--- src/hdl/ris_pkg.sv ---
package ris_pkg;

    localparam int NUM_IN = 4;
    localparam int IDX_W  = 2;
    localparam int PRIO_W = 3;
    localparam int TYPE_W = 4;
    localparam int VCNT_W = 16;

    // priority value that keeps an input out of the priority search (manual choice can still select it)
    localparam logic [PRIO_W-1:0] PRIO_NEVER = 3'h0;

    // buffer type codes
    localparam logic [TYPE_W-1:0] TYPE_DC_EXT  = 4'h0;
    localparam logic [TYPE_W-1:0] TYPE_AC_EXT  = 4'h1;
    localparam logic [TYPE_W-1:0] TYPE_DC_D100 = 4'h2;
    localparam logic [TYPE_W-1:0] TYPE_AC_D100 = 4'h3;
    localparam logic [TYPE_W-1:0] TYPE_DC_S50  = 4'h4;
    localparam logic [TYPE_W-1:0] TYPE_AC_S50  = 4'h5;
    localparam logic [TYPE_W-1:0] TYPE_CMOS    = 4'h8;
    localparam logic [TYPE_W-1:0] TYPE_CMOS_50 = 4'hc;

    localparam logic DC_PATH_OFF = 1'b0;
    localparam logic DC_PATH_ON  = 1'b1;

    // values after reset
    localparam logic [IDX_W-1:0]  REF_RST  = 2'h0;
    localparam logic [VCNT_W-1:0] VCNT_RST = 16'h0;
    localparam logic              SW_RST   = 1'b0;

    typedef enum logic [1:0] {
        RIS_AUTO_REV     = 2'h0,
        RIS_AUTO_NONREV  = 2'h1,
        RIS_MAN_FALLBACK = 2'h2,
        RIS_MAN_HOLDOVER = 2'h3
    } ris_mode_t;

    typedef enum logic [1:0] {
        ST_FREE  = 2'h0,
        ST_TRACK = 2'h1,
        ST_HOLD  = 2'h3
    } ris_state_t;

endpackage : ris_pkg

--- src/hdl/ris_buf_decode.sv ---
`timescale 1ns/100ps
module ris_buf_decode
    import ris_pkg::*;
(
    input  wire logic              core_clk,
    input  wire logic              reset,
    input  wire logic              input_dc_path_enable,
    input  wire logic [TYPE_W-1:0] input_buffer_type_code,
    output logic                   single_end_term_switch,
    output logic                   diff_term_switch,
    output logic                   input_bias_switch,
    output logic                   ac_cap_bypass_switch,
    output logic                   amp_detect_enable
);

    logic next_se;
    logic next_diff;
    logic next_bias;
    logic next_byp;

    always_comb begin
        next_se   = 1'b0;
        next_diff = 1'b0;
        next_bias = 1'b0;
        next_byp  = 1'b0;
        if (input_dc_path_enable == DC_PATH_OFF) begin
            // type code decode
            case (input_buffer_type_code)
                TYPE_AC_EXT:  next_bias = 1'b1;
                TYPE_DC_D100: next_diff = 1'b1;
                TYPE_AC_D100: begin
                    next_diff = 1'b1;
                    next_bias = 1'b1;
                end
                TYPE_DC_S50:  next_se = 1'b1;
                TYPE_AC_S50:  begin
                    next_se   = 1'b1;
                    next_bias = 1'b1;
                end
                default:      next_se = 1'b0;
            endcase
        end else begin
            // capacitor bypass
            case (input_buffer_type_code)
                TYPE_CMOS:    next_byp = 1'b1;
                TYPE_CMOS_50: begin
                    next_byp = 1'b1;
                    next_se  = 1'b1;
                end
                default:      next_byp = 1'b0;
            endcase
        end
    end

    always_ff @(posedge core_clk or posedge reset) begin
        if (reset) begin
            single_end_term_switch <= SW_RST;
            diff_term_switch       <= SW_RST;
            input_bias_switch      <= SW_RST;
            ac_cap_bypass_switch   <= SW_RST;
            amp_detect_enable      <= SW_RST;
        end else begin
            single_end_term_switch <= next_se;
            diff_term_switch       <= next_diff;
            input_bias_switch      <= next_bias;
            ac_cap_bypass_switch   <= next_byp;
            // amplitude detector use
            amp_detect_enable      <= !next_byp
                && input_buffer_type_code != TYPE_CMOS
                && input_buffer_type_code != TYPE_CMOS_50;
        end
    end

endmodule : ris_buf_decode

--- src/hdl/ris_valid_timer.sv ---
`timescale 1ns/100ps
module ris_valid_timer
    import ris_pkg::*;
#(
    parameter int CNT_W = VCNT_W
) (
    input  wire logic             core_clk,
    input  wire logic             reset,
    input  wire logic             monitor_flag,
    input  wire logic [CNT_W-1:0] validation_time,
    output logic                  input_valid
);

    logic [CNT_W-1:0] clear_count;

    // qualify after clear time
    always_ff @(posedge core_clk or posedge reset) begin
        if (reset) begin
            clear_count <= CNT_W'(VCNT_RST);
            input_valid <= 1'b0;
        end else if (monitor_flag) begin
            clear_count <= CNT_W'(VCNT_RST);
            input_valid <= 1'b0;
        end else if (clear_count >= validation_time) begin
            input_valid <= 1'b1;
        end else begin
            clear_count <= clear_count + CNT_W'(1);
        end
    end

endmodule : ris_valid_timer

--- src/hdl/ris_selector.sv ---
// How it works
// any one of four inputs can be routed to the dpll
// inputs of different rates allowed; dividers bring them to one rate
// with dc path off, type code sets termination and bias switches
// dc path on with cmos types closes bypass; 0x0c adds 50 ohm
// amplitude detector for non-CMOS inputs, bypass open only
// selection automatic by priority or manual, chosen by mode setting
// priority 0 to 7; 0 never selected, 1 best; code still tracks a priority-0 input chosen in manual modes
// equal priorities: lower input index wins
// selected input shown on status pins and status register
// revertive: always best valid input, switch at once
// non-revertive: keep current input until it turns invalid
// manual fallback: manual input until invalid, then best valid
// nothing valid: holdover with valid history, else free-run; code never goes from free-run to holdover, even with valid history
// manual holdover: manual input invalid means holdover or free-run
// manual modes resume tracking when chosen input is valid again
// manual choice comes from register or from select pins
// hitless switch by phase cancellation, slew limit separately
// hitless off: phase step passes, filtered by loop
// input valid only after monitors clear for validation time
// four selection modes have distinct codes
// selection and holdover changes on one control clock edge
`timescale 1ns/100ps
module ris_selector
    import ris_pkg::*;
#(
    parameter int CNT_W = VCNT_W
) (
    input  wire logic                     core_clk,
    input  wire logic                     reset,
    input  wire logic [NUM_IN-1:0]        input_dc_path_enable,
    input  wire logic [NUM_IN*TYPE_W-1:0] input_buffer_type_code,
    input  wire logic [NUM_IN*PRIO_W-1:0] reference_priority,
    input  wire logic [NUM_IN-1:0]        monitor_flag,
    input  wire logic [CNT_W-1:0]         validation_time,
    input  wire logic [1:0]               selection_mode,
    input  wire logic [IDX_W-1:0]         manual_reference_choice,
    input  wire logic [IDX_W-1:0]         pin_reference_choice,
    input  wire logic                     pin_select_enable,
    input  wire logic                     tuning_history_valid,
    input  wire logic                     hitless_enable,
    input  wire logic                     phase_slew_enable,
    output logic [NUM_IN-1:0]             single_end_term_switch,
    output logic [NUM_IN-1:0]             diff_term_switch,
    output logic [NUM_IN-1:0]             input_bias_switch,
    output logic [NUM_IN-1:0]             ac_cap_bypass_switch,
    output logic [NUM_IN-1:0]             amp_detect_enable,
    output logic [NUM_IN-1:0]             input_valid,
    output logic [IDX_W-1:0]              active_reference,
    output logic [IDX_W-1:0]              selected_ref_pin,
    output logic [IDX_W-1:0]              selected_ref_status,
    output logic                          tracking,
    output logic                          holdover,
    output logic                          free_run,
    output logic                          ref_switch,
    output logic                          phase_cancel_start,
    output logic                          phase_slew_start,
    output logic                          phase_step_pass
);

    ////////////////////////////////////////////////////////////////////////

    ris_state_t       state;
    ris_state_t       next_state;
    ris_mode_t        mode;
    logic [IDX_W-1:0] next_ref;
    logic [IDX_W-1:0] man_idx;
    logic [IDX_W:0]   best;
    logic             best_found;
    logic [IDX_W-1:0] best_idx;
    logic             next_switch;
    logic             lost_state_hold;
    logic [NUM_IN-1:0] valid_d;

    ////////////////////////////////////////////////////////////////////////
    // input buffers and validation

    for (genvar i = 0; i < NUM_IN; i++) begin : g_in
        ris_buf_decode u_dec (
            .core_clk               (core_clk),
            .reset                  (reset),
            .input_dc_path_enable   (input_dc_path_enable[i]),
            .input_buffer_type_code (input_buffer_type_code[i*TYPE_W +:
                                                            TYPE_W]),
            .single_end_term_switch (single_end_term_switch[i]),
            .diff_term_switch       (diff_term_switch[i]),
            .input_bias_switch      (input_bias_switch[i]),
            .ac_cap_bypass_switch   (ac_cap_bypass_switch[i]),
            .amp_detect_enable      (amp_detect_enable[i])
        );
        ris_valid_timer #(.CNT_W(CNT_W)) u_vt (
            .core_clk        (core_clk),
            .reset           (reset),
            .monitor_flag    (monitor_flag[i]),
            .validation_time (validation_time),
            .input_valid     (input_valid[i])
        );
    end

    ////////////////////////////////////////////////////////////////////////
    // priority search

    function automatic logic [PRIO_W-1:0] prio_of(
        input logic [NUM_IN*PRIO_W-1:0] prios,
        input logic [IDX_W-1:0]         idx
    );
        prio_of = prios[idx*PRIO_W +: PRIO_W];
    endfunction : prio_of

    function automatic logic [IDX_W:0] best_pick(
        input logic [NUM_IN-1:0]        valid,
        input logic [NUM_IN*PRIO_W-1:0] prios
    );
        logic              found;
        logic [IDX_W-1:0]  idx;
        logic [PRIO_W-1:0] bp;
        logic [PRIO_W-1:0] p;
        found = 1'b0;
        idx   = REF_RST;
        bp    = PRIO_NEVER;
        for (int i = 0; i < NUM_IN; i++) begin
            p = prio_of(prios, IDX_W'(i));
            // zero is never chosen
            // strict compare keeps lower index
            if (valid[i] && p != PRIO_NEVER && (!found || p < bp)) begin
                found = 1'b1;
                idx   = IDX_W'(i);
                bp    = p;
            end
        end
        best_pick = {found, idx};
    endfunction : best_pick

    assign best       = best_pick(input_valid, reference_priority);
    assign best_found = best[IDX_W];
    assign best_idx   = best[IDX_W-1:0];

    // mode codes
    assign mode = ris_mode_t'(selection_mode);

    // R16 register or pin choice
    assign man_idx = pin_select_enable ? pin_reference_choice
                                       : manual_reference_choice;

    // holdover only with history
    assign lost_state_hold = tuning_history_valid && state != ST_FREE;

    ////////////////////////////////////////////////////////////////////////
    // selection state machine

    always_comb begin
        next_ref   = active_reference;
        next_state = lost_state_hold ? ST_HOLD : ST_FREE;
        // automatic or manual
        case (mode)
            RIS_AUTO_REV: begin
                // best valid at once
                if (best_found) begin
                    next_state = ST_TRACK;
                    next_ref   = best_idx;
                end
            end
            RIS_AUTO_NONREV: begin
                // hold current while valid
                if (state == ST_TRACK && input_valid[active_reference]) begin
                    next_state = ST_TRACK;
                end else if (best_found) begin
                    next_state = ST_TRACK;
                    next_ref   = best_idx;
                end
            end
            RIS_MAN_FALLBACK: begin
                // manual then fallback
                // resume on chosen input
                if (input_valid[man_idx]) begin
                    next_state = ST_TRACK;
                    next_ref   = man_idx;
                end else if (best_found) begin
                    next_state = ST_TRACK;
                    next_ref   = best_idx;
                end
            end
            RIS_MAN_HOLDOVER: begin
                // no fallback
                if (input_valid[man_idx]) begin
                    next_state = ST_TRACK;
                    next_ref   = man_idx;
                end
            end
            default: begin
                next_state = ST_FREE;
            end
        endcase
    end

    assign next_switch = next_state == ST_TRACK
        && (state != ST_TRACK || next_ref != active_reference);

    // single edge update
    always_ff @(posedge core_clk or posedge reset) begin
        if (reset) begin
            state <= ST_FREE;
        end else begin
            state <= next_state;
        end
    end

    // mux select
    // common rate after dividers
    // pins and status
    always_ff @(posedge core_clk or posedge reset) begin
        if (reset) begin
            active_reference    <= REF_RST;
            selected_ref_pin    <= REF_RST;
            selected_ref_status <= REF_RST;
        end else begin
            active_reference    <= next_ref;
            selected_ref_pin    <= next_ref;
            selected_ref_status <= next_ref;
        end
    end

    always_ff @(posedge core_clk or posedge reset) begin
        if (reset) begin
            tracking <= 1'b0;
            holdover <= 1'b0;
            free_run <= 1'b1;
        end else begin
            tracking <= next_state == ST_TRACK;
            holdover <= next_state == ST_HOLD;
            free_run <= next_state == ST_FREE;
        end
    end

    ////////////////////////////////////////////////////////////////////////
    // hitless switching controls

    always_ff @(posedge core_clk or posedge reset) begin
        if (reset) begin
            ref_switch         <= 1'b0;
            phase_cancel_start <= 1'b0;
            phase_slew_start   <= 1'b0;
            phase_step_pass    <= 1'b1;
        end else begin
            ref_switch         <= next_switch;
            // cancel and optional slew
            phase_cancel_start <= next_switch && hitless_enable;
            phase_slew_start   <= next_switch && hitless_enable
                                  && phase_slew_enable;
            // step passes when off
            phase_step_pass    <= !hitless_enable;
        end
    end

    ////////////////////////////////////////////////////////////////////////
    // checks

    always_ff @(posedge core_clk or posedge reset) begin
        if (reset) begin
            valid_d <= '0;
        end else begin
            valid_d <= input_valid;
        end
    end
endmodule : ris_selector

--- config.mk ---
export PLATFORM = sky130hd
export DESIGN_NAME = ris_selector
export DESIGN_NICKNAME = d
export VERILOG_FILES = /design/src/hdl/ris_pkg.sv /design/src/hdl/ris_buf_decode.sv /design/src/hdl/ris_valid_timer.sv /design/src/hdl/ris_selector.sv
export SDC_FILE = /design/constraint.sdc
export NUM_CORES = 1
export LEC_CHECK = 0
export BUFFER_PORTS_ARGS = -buffer_cell sky130_fd_sc_hd__buf_2
export CORE_UTILIZATION = 52
export DETAILED_ROUTE_END_ITERATION = 8
export PLACE_DENSITY_LB_ADDON = 0.1
export SKIP_LAST_GASP = 1
export SLEW_MARGIN = 20
export SYNTH_ARGS = -nofsm -noshare
export SYNTH_HDL_FRONTEND = slang
export SYNTH_SLANG_ARGS = --single-unit
--- constraint.sdc ---
create_clock -name core_clk -period 4.9 [get_ports core_clk]
set_clock_uncertainty 0.2 [all_clocks]
set_input_delay 0.735 -clock core_clk [delete_from_list [all_inputs] [get_ports core_clk]]
set_output_delay 0.735 -clock core_clk [all_outputs]
set_load 0.05 [all_outputs]
Word level (Yosys, flattened, before mapping)

Index checks and enable logic that the tools add are counted.
W data, S select, Z words.

Bits in latches: 0
Memories kept: 0
Output and inout bits: 37
Word-level logic and storage cells: 235
Bits in writable memories: 0
Flip-flop bits (word level): 99
Input bits: 64
Memory bits (read-only): 0

Magnitude comparators: 9
Multiplexer cells: 78
$add $sub $neg: 4
Reductions and logical operators: 59
Shifts and indexed selects: 0
Equal/unequal tests: 48
$mul: 0
Div/mod/pow operators: 0
Bitwise gates (word level): 0

Operators with widths:

| kind                    | number |
|---|---|
| $mux W16                | 8 |
| $add A16 B1 Y16 const B | 4 |
| $ge A16 B16 Y1          | 4 |
| $mux W1                 | 51 |
| $eq A4 B2 Y1 const B    | 8 |
| $eq A4 B3 Y1 const B    | 8 |
| $eq A4 B4 Y1 const B    | 8 |
| $ne A4 B4 Y1 const B    | 8 |
| $mux W2                 | 12 |
| $reduce_or A2 Y1        | 12 |
| $logic_and A1 B1 Y1     | 20 |
| $eq A4 B1 Y1 const B    | 4 |
| $pmux W2 S4             | 2 |
| $reduce_bool A3 Y1      | 4 |
| $reduce_or A3 Y1        | 4 |
| $reduce_bool A2 Y1      | 5 |
| $lt A3 B3 Y1            | 3 |
| $mux W3                 | 3 |
| $logic_not A1 Y1        | 8 |
| $ne A2 B2 Y1 const B    | 4 |
| $eq A2 B1 Y1 const B    | 3 |
| $eq A2 B2 Y1 const B    | 3 |
| $lt A2 B3 Y1 const B    | 2 |
| $bmux W1 S2             | 2 |
| other kinds (4)         | 8 |

Depth between registers and ports, before layout

Depth in word-level cells: 23
Gate-level depth with buffers: 24
Gate-level depth less buffers: 23

Cells and area by module

Synthesis repeated with hierarchy kept, for this count alone.

Cells, all modules: 799
Area total of the unflattened synthesis: 7129.3 µm²

By module, submodules not included:

| module                             | seq. area each (µm²) | cells an instance | instances | area an instance (µm²) |
|---|---|---|---|---|
| ris_valid_timer (g_in[1].u_vt ...) | 425.4                | 151               | 3         | 1297.5 |
| ris_valid_timer (g_in[0].u_vt)     | 425.4                | 152               | 1         | 1312.5 |
| ris_selector                       | 277.8                | 130               | 1         | 1128.6 |
| ris_buf_decode                     | 125.1                | 16                | 4         | 198.9 |

Least setup slack after synthesis

No wires, ideal clock.

Path type: input to register
Start: input port reference_priority[2]
End: register phase_slew_start
Cell stages on the path: 23
Required time: 4620 ps
Arrival: 4494 ps
Slack: 126 ps
Setup time: 80 ps
Buffers on the path: 0
Cells stage by stage: nand2_1 > ha_1 > a21oi_1 > a21oi_1 > nor2_1 > nor2_1 > a21oi_1 > ha_1 > o21ai_0 > a21oi_1 > o41ai_1 > nand2_1 > nand2_1 > o21ai_0 > ha_1 > and3_1 > a2111oi_0 > o32a_1 > o21a_1 > o21bai_1 > nor3_1 > o32a_1 > nor3b_2

Longest elaborated chain between the ends: 23
Elaborated cells on any way between the ends: 38
Those cells by class: order compare: 3; eq/ne: 2; mux: 18; reduce/logical: 15

Ends and longest elaborated chain:

| item                                             | RTL line                                                      | RTL |
|---|---|---|
| start, declared                                  | ris_selector.sv:33                                            | `input wire logic [NUM_IN*PRIO_W-1:0] reference_priority,` |
| $reduce_bool A3 Y1                               | ris_selector.sv:125                                           | `if (valid[i] && p != PRIO_NEVER && (!found \|\| p < bp)) begin` |
| $logic_and A1 B1 Y1                              | ris_selector.sv:125                                           |  |
| $mux W3 or $mux W1 (tied branches)               | ris_selector.sv:125                                           |  |
| $lt A3 B3 Y1 or $logic_not A1 Y1 (tied branches) | ris_selector.sv:125                                           |  |
| $logic_or A1 B1 Y1                               | ris_selector.sv:125                                           |  |
| $logic_and A1 B1 Y1                              | ris_selector.sv:125                                           |  |
| $mux W3 or $mux W1 (tied branches)               | ris_selector.sv:125                                           |  |
| $lt A3 B3 Y1 or $logic_not A1 Y1 (tied branches) | ris_selector.sv:125                                           |  |
| [7 not listed]                                   | n/a                                                           |  |
| $mux W2                                          | ris_selector.sv:158, ris_selector.sv:167, ris_selector.sv:178 |  |
| $mux W2 (on tied branches)                       | ris_selector.sv:175, ris_selector.sv:165                      |  |
| $pmux W2 S4                                      | ris_selector.sv:155                                           | `case (mode)` |
| $ne A2 B2 Y1                                     | ris_selector.sv:197                                           | `&& (state != ST_TRACK \|\| next_ref != active_reference);` |
| $logic_or A1 B1 Y1                               | ris_selector.sv:197                                           |  |
| $logic_and A1 B1 Y1 *                            | ris_selector.sv:197                                           |  |
| $logic_and A1 B1 Y1 *                            | ris_selector.sv:248                                           | `phase_slew_start <= next_switch && hitless_enable` |
| $logic_and A1 B1 Y1 *                            | ris_selector.sv:249                                           | `&& phase_slew_enable;` |
| end signal, assigned                             | ris_selector.sv:248                                           |  |
| end, declared                                    | ris_selector.sv:57                                            | `output logic phase_slew_start,` |

Mark *: on every way between the ends. The rest lies on a longest branch, timed or not.
A chain may end at the register's enable or synchronous reset.

Worst setup path in the final report

Same ends and word-level chain as after synthesis.

==> run_results.csv <==
group,metric,value,unit
status,status,"finished, final reports clean",
yosys,synthArstFlopShare,1.00,
cts,clock_sinks,99,
routing,vias,5767,
power,power_density,254,nW/µm²
sta,slew_headroom,0.428,
yosys,ys_ff_latch,99,
power,power_leakage,0.00383,µW
global_route,antenna_found_initial,0,
critical_path,path_class,"primary input to flip-flop",
global_route,first_global_vias,5639,
yosys,synth_most_common_cell,"dfrtp_1",
layout,drive_gt1_frac,0.210,
min_path,hold_path_class,"primary input to flip-flop",
global_route,use_met2,0.451,
cts,hold_buffers,0,
global_route,grt_overflow,0,
cts,tritoncts,"done",
critical_path,crit_arrival,4770,ps
power,p_int,1330,µW
global_route,met3_usage,0.0448,
routing,dr.pass1.iters,4,
layout,fill_cells,1110,
global_route,groute.usage.overall,0.252,
yosys,synth_area,6680,µm²
yosys,netlist.area_leader.share,0.363,
yosys,ys.warnings.count,0,
critical_path,worst_path_most_repeated_cell,"a21oi_2",
yosys,synth_edf_count,0,
power,netSwitchingFraction,0.322,
power,combPwrFrac,0.185,
layout,syn_to_final_growth,15.5,%
power,ir_drop,0.211,mV
cts,clk_latency,350,ps
layout,instances_no_fill,996,
critical_path,cp.required,4980,ps
critical_path,crit_path_max_incr_delay,390,ps
sta,setup_tns,0,ps
cts,cts_max_path_buffers,2,
floorplan,dieArea,13300,µm²
cts,clock-root-buffer,"clkbuf_16",
sta,worstMarginPinSlew,858,ps
critical_path,critPathSlowestCell,"o32a_1",
floorplan,die_x,115,µm
sta,finalCritPeriodShare,0.957,
placement,hpwl,11800,µm
layout,utilization,0.614,
sta,period_minus_slack,4690,ps
cts,cts_buffers,9,
floorplan,ios,101,
yosys,yosysSeqAreaShare,0.371,
critical_path,critPathMaxFanout,5,
routing,wl_per_cell,16.4,µm
routing,viasPerCell,5.79,
placement,port_buffers,100,
floorplan,placementRows,41,
yosys,syn_inst,728,
routing,ant_nets,0,
layout,num_antenna_cells,0,
cts,clkSlewWorstSetupHoldPaths,80,ps
power,clkPwrFrac,0.369,
yosys,synth_cell_type_count,60,
layout,final_nets,957,
global_route,grt_pass1_wl,26300,µm
job,cap_viol_max_count,0,
routing,post-route-drc-count,0,
yosys,ys.flop_type,"dfrtp_1",
floorplan,fp.coreArea,12600,µm²
yosys,synth_fp_nets,866,
critical_path,endpoint_kind,"flip-flop",
yosys,synth_top_area_cell,"dfrtp_1",
cts,htree_levels,3,
yosys,syn_avg_cell_area,9.18,µm²
critical_path,worstRegToRegCells,24,
sta,hold_viol,0,
placement,gp_congestion,0.881,
sta,max_freq,0.213,GHz
yosys,synthTopCellsByArea,"dfrtp_1, ha_1, a21oi_1, nor2_1, buf_4",
critical_path,start_kind,"primary input",
min_path,hold-path-cell-count,2,
floorplan,start_util,0.532,
floorplan,die_h,115,µm
yosys,synth_commonest_cells,"dfrtp_1, nor2_1, ha_1",
placement,dp.cells,975,
routing,drt-initial-drc-count,390,
routing,wl,16300,µm
global_route,use_met1,0.306,
sta,finalSetupViolations,0,
global_route,grt_max_degree,69,
power,p_switching,631,µW
global_route,grt.busiest_layer,"met2",
power,pwr-share-seq,0.446,
sta,slew_violations,0,
worst max-delay path: cells and delay by family:
| family | cells | cell delay [ps] |
|---|---|---|
| AOI/OAI and AO/OA | 12 | 1830 |
| buffers and inverters | 3 | 450 |
| adders and majority gates | 3 | 860 |
| and+or+nand+nor | 7 | 860 |
cell type report:
cell class                 count  area, µm²  area share
clock buffer                  10        239      0.0310
clock inverter                 6       63.8     0.00827
inverter                      39        149      0.0193
multi-input combinational    545       3880       0.503
sequential                    99       2480       0.321
tap                          172        215      0.0279
timing repair buffer         125        688      0.0892
final timing paths:
path,from,to,slack [ps]
max,reference_priority[2],phase_slew_start,210
min,hitless_enable,phase_step_pass,300
max reg2reg,g_in[0].u_vt.input_valid,phase_slew_start,320
min reg2reg,g_in[2].u_vt.clear_count[15],g_in[2].u_vt.clear_count[15],370
max in group asynchronous,reset,g_in[1].u_dec.ac_cap_bypass_switch,3200
min in group asynchronous,reset,phase_slew_start,350
power groups by stage:
stage          registers (µW)  clock network, µW  logic [µW]
2_1_floorplan             912                  0         242
3_3_place_gp              885                  0         345
3_5_place_dp              887                  0         354
4_1_cts                   871                737         356
5_1_grt                   875                769         397
6_report                  873                723         363
routing by layer:
metal	share of wire	vias up
met5	0	-
met4	0.015	0
met3	0.040	22
met2	0.51	121
met1	0.43	2834
li1	-	2790
what timing repair did:
| action | in CTS | in global routing |
|---|---|---|
| gates resized for setup | 1 | 21 |
| pin swaps | 0 | 9 |
| setup buffers | 0 | 5 |
| setup endpoints to repair | 1 | 4 |
sequential cells by signal, summed over array words and instances (netlist names), 2 cells and up:
signal and count:
g_in.u_vt.input_valid 4, g_in.u_vt.clear_count 64, g_in.u_dec.single_end_term_switch 4, g_in.u_dec.ac_cap_bypass_switch 4
g_in.u_dec.amp_detect_enable 4, state 2, g_in.u_dec.input_bias_switch 4, g_in.u_dec.diff_term_switch 4
selected_ref_status 2
cells in the final DEF, fill, tap and decap left out, types with 22 or more instances in the layout:
cell     netlist  final
nand2_1       45     43
a21oi_1       59     54
dfrtp_1       97     97
nand4_1       25     25
inv_1         39     38
nand3_1       22     22
buf_2          1    100
a21o_1        24     24
nor2_1        78     76
buf_4         28     25
ha_1          74     72
per-stage QoR:
step	setup slack (ps)	hold WS [ps]	instance area (µm²)	power (µW)
after global routing	-70.6	301	7720	2040
final	211	297	7720	1960
after detailed placement	-334	355	7280	1240
after global placement	-145	328	7280	1230
after CTS	55.3	290	7580	1960
after floorplan	126	309	6680	1150
cells by family after synthesis:
| family | share of synthesized area |
|---|---|
| adders and majority gates | 0.139 |
| buffers and inverters | 0.0633 |
| xor gates and xnor gates | 0.0472 |
| AOI/OAI and AO/OA | 0.151 |
| DFF | 0.371 |
| muxes | 0.0240 |
| and+or+nand+nor | 0.205 |
Power figures use the tool's default switching activity.
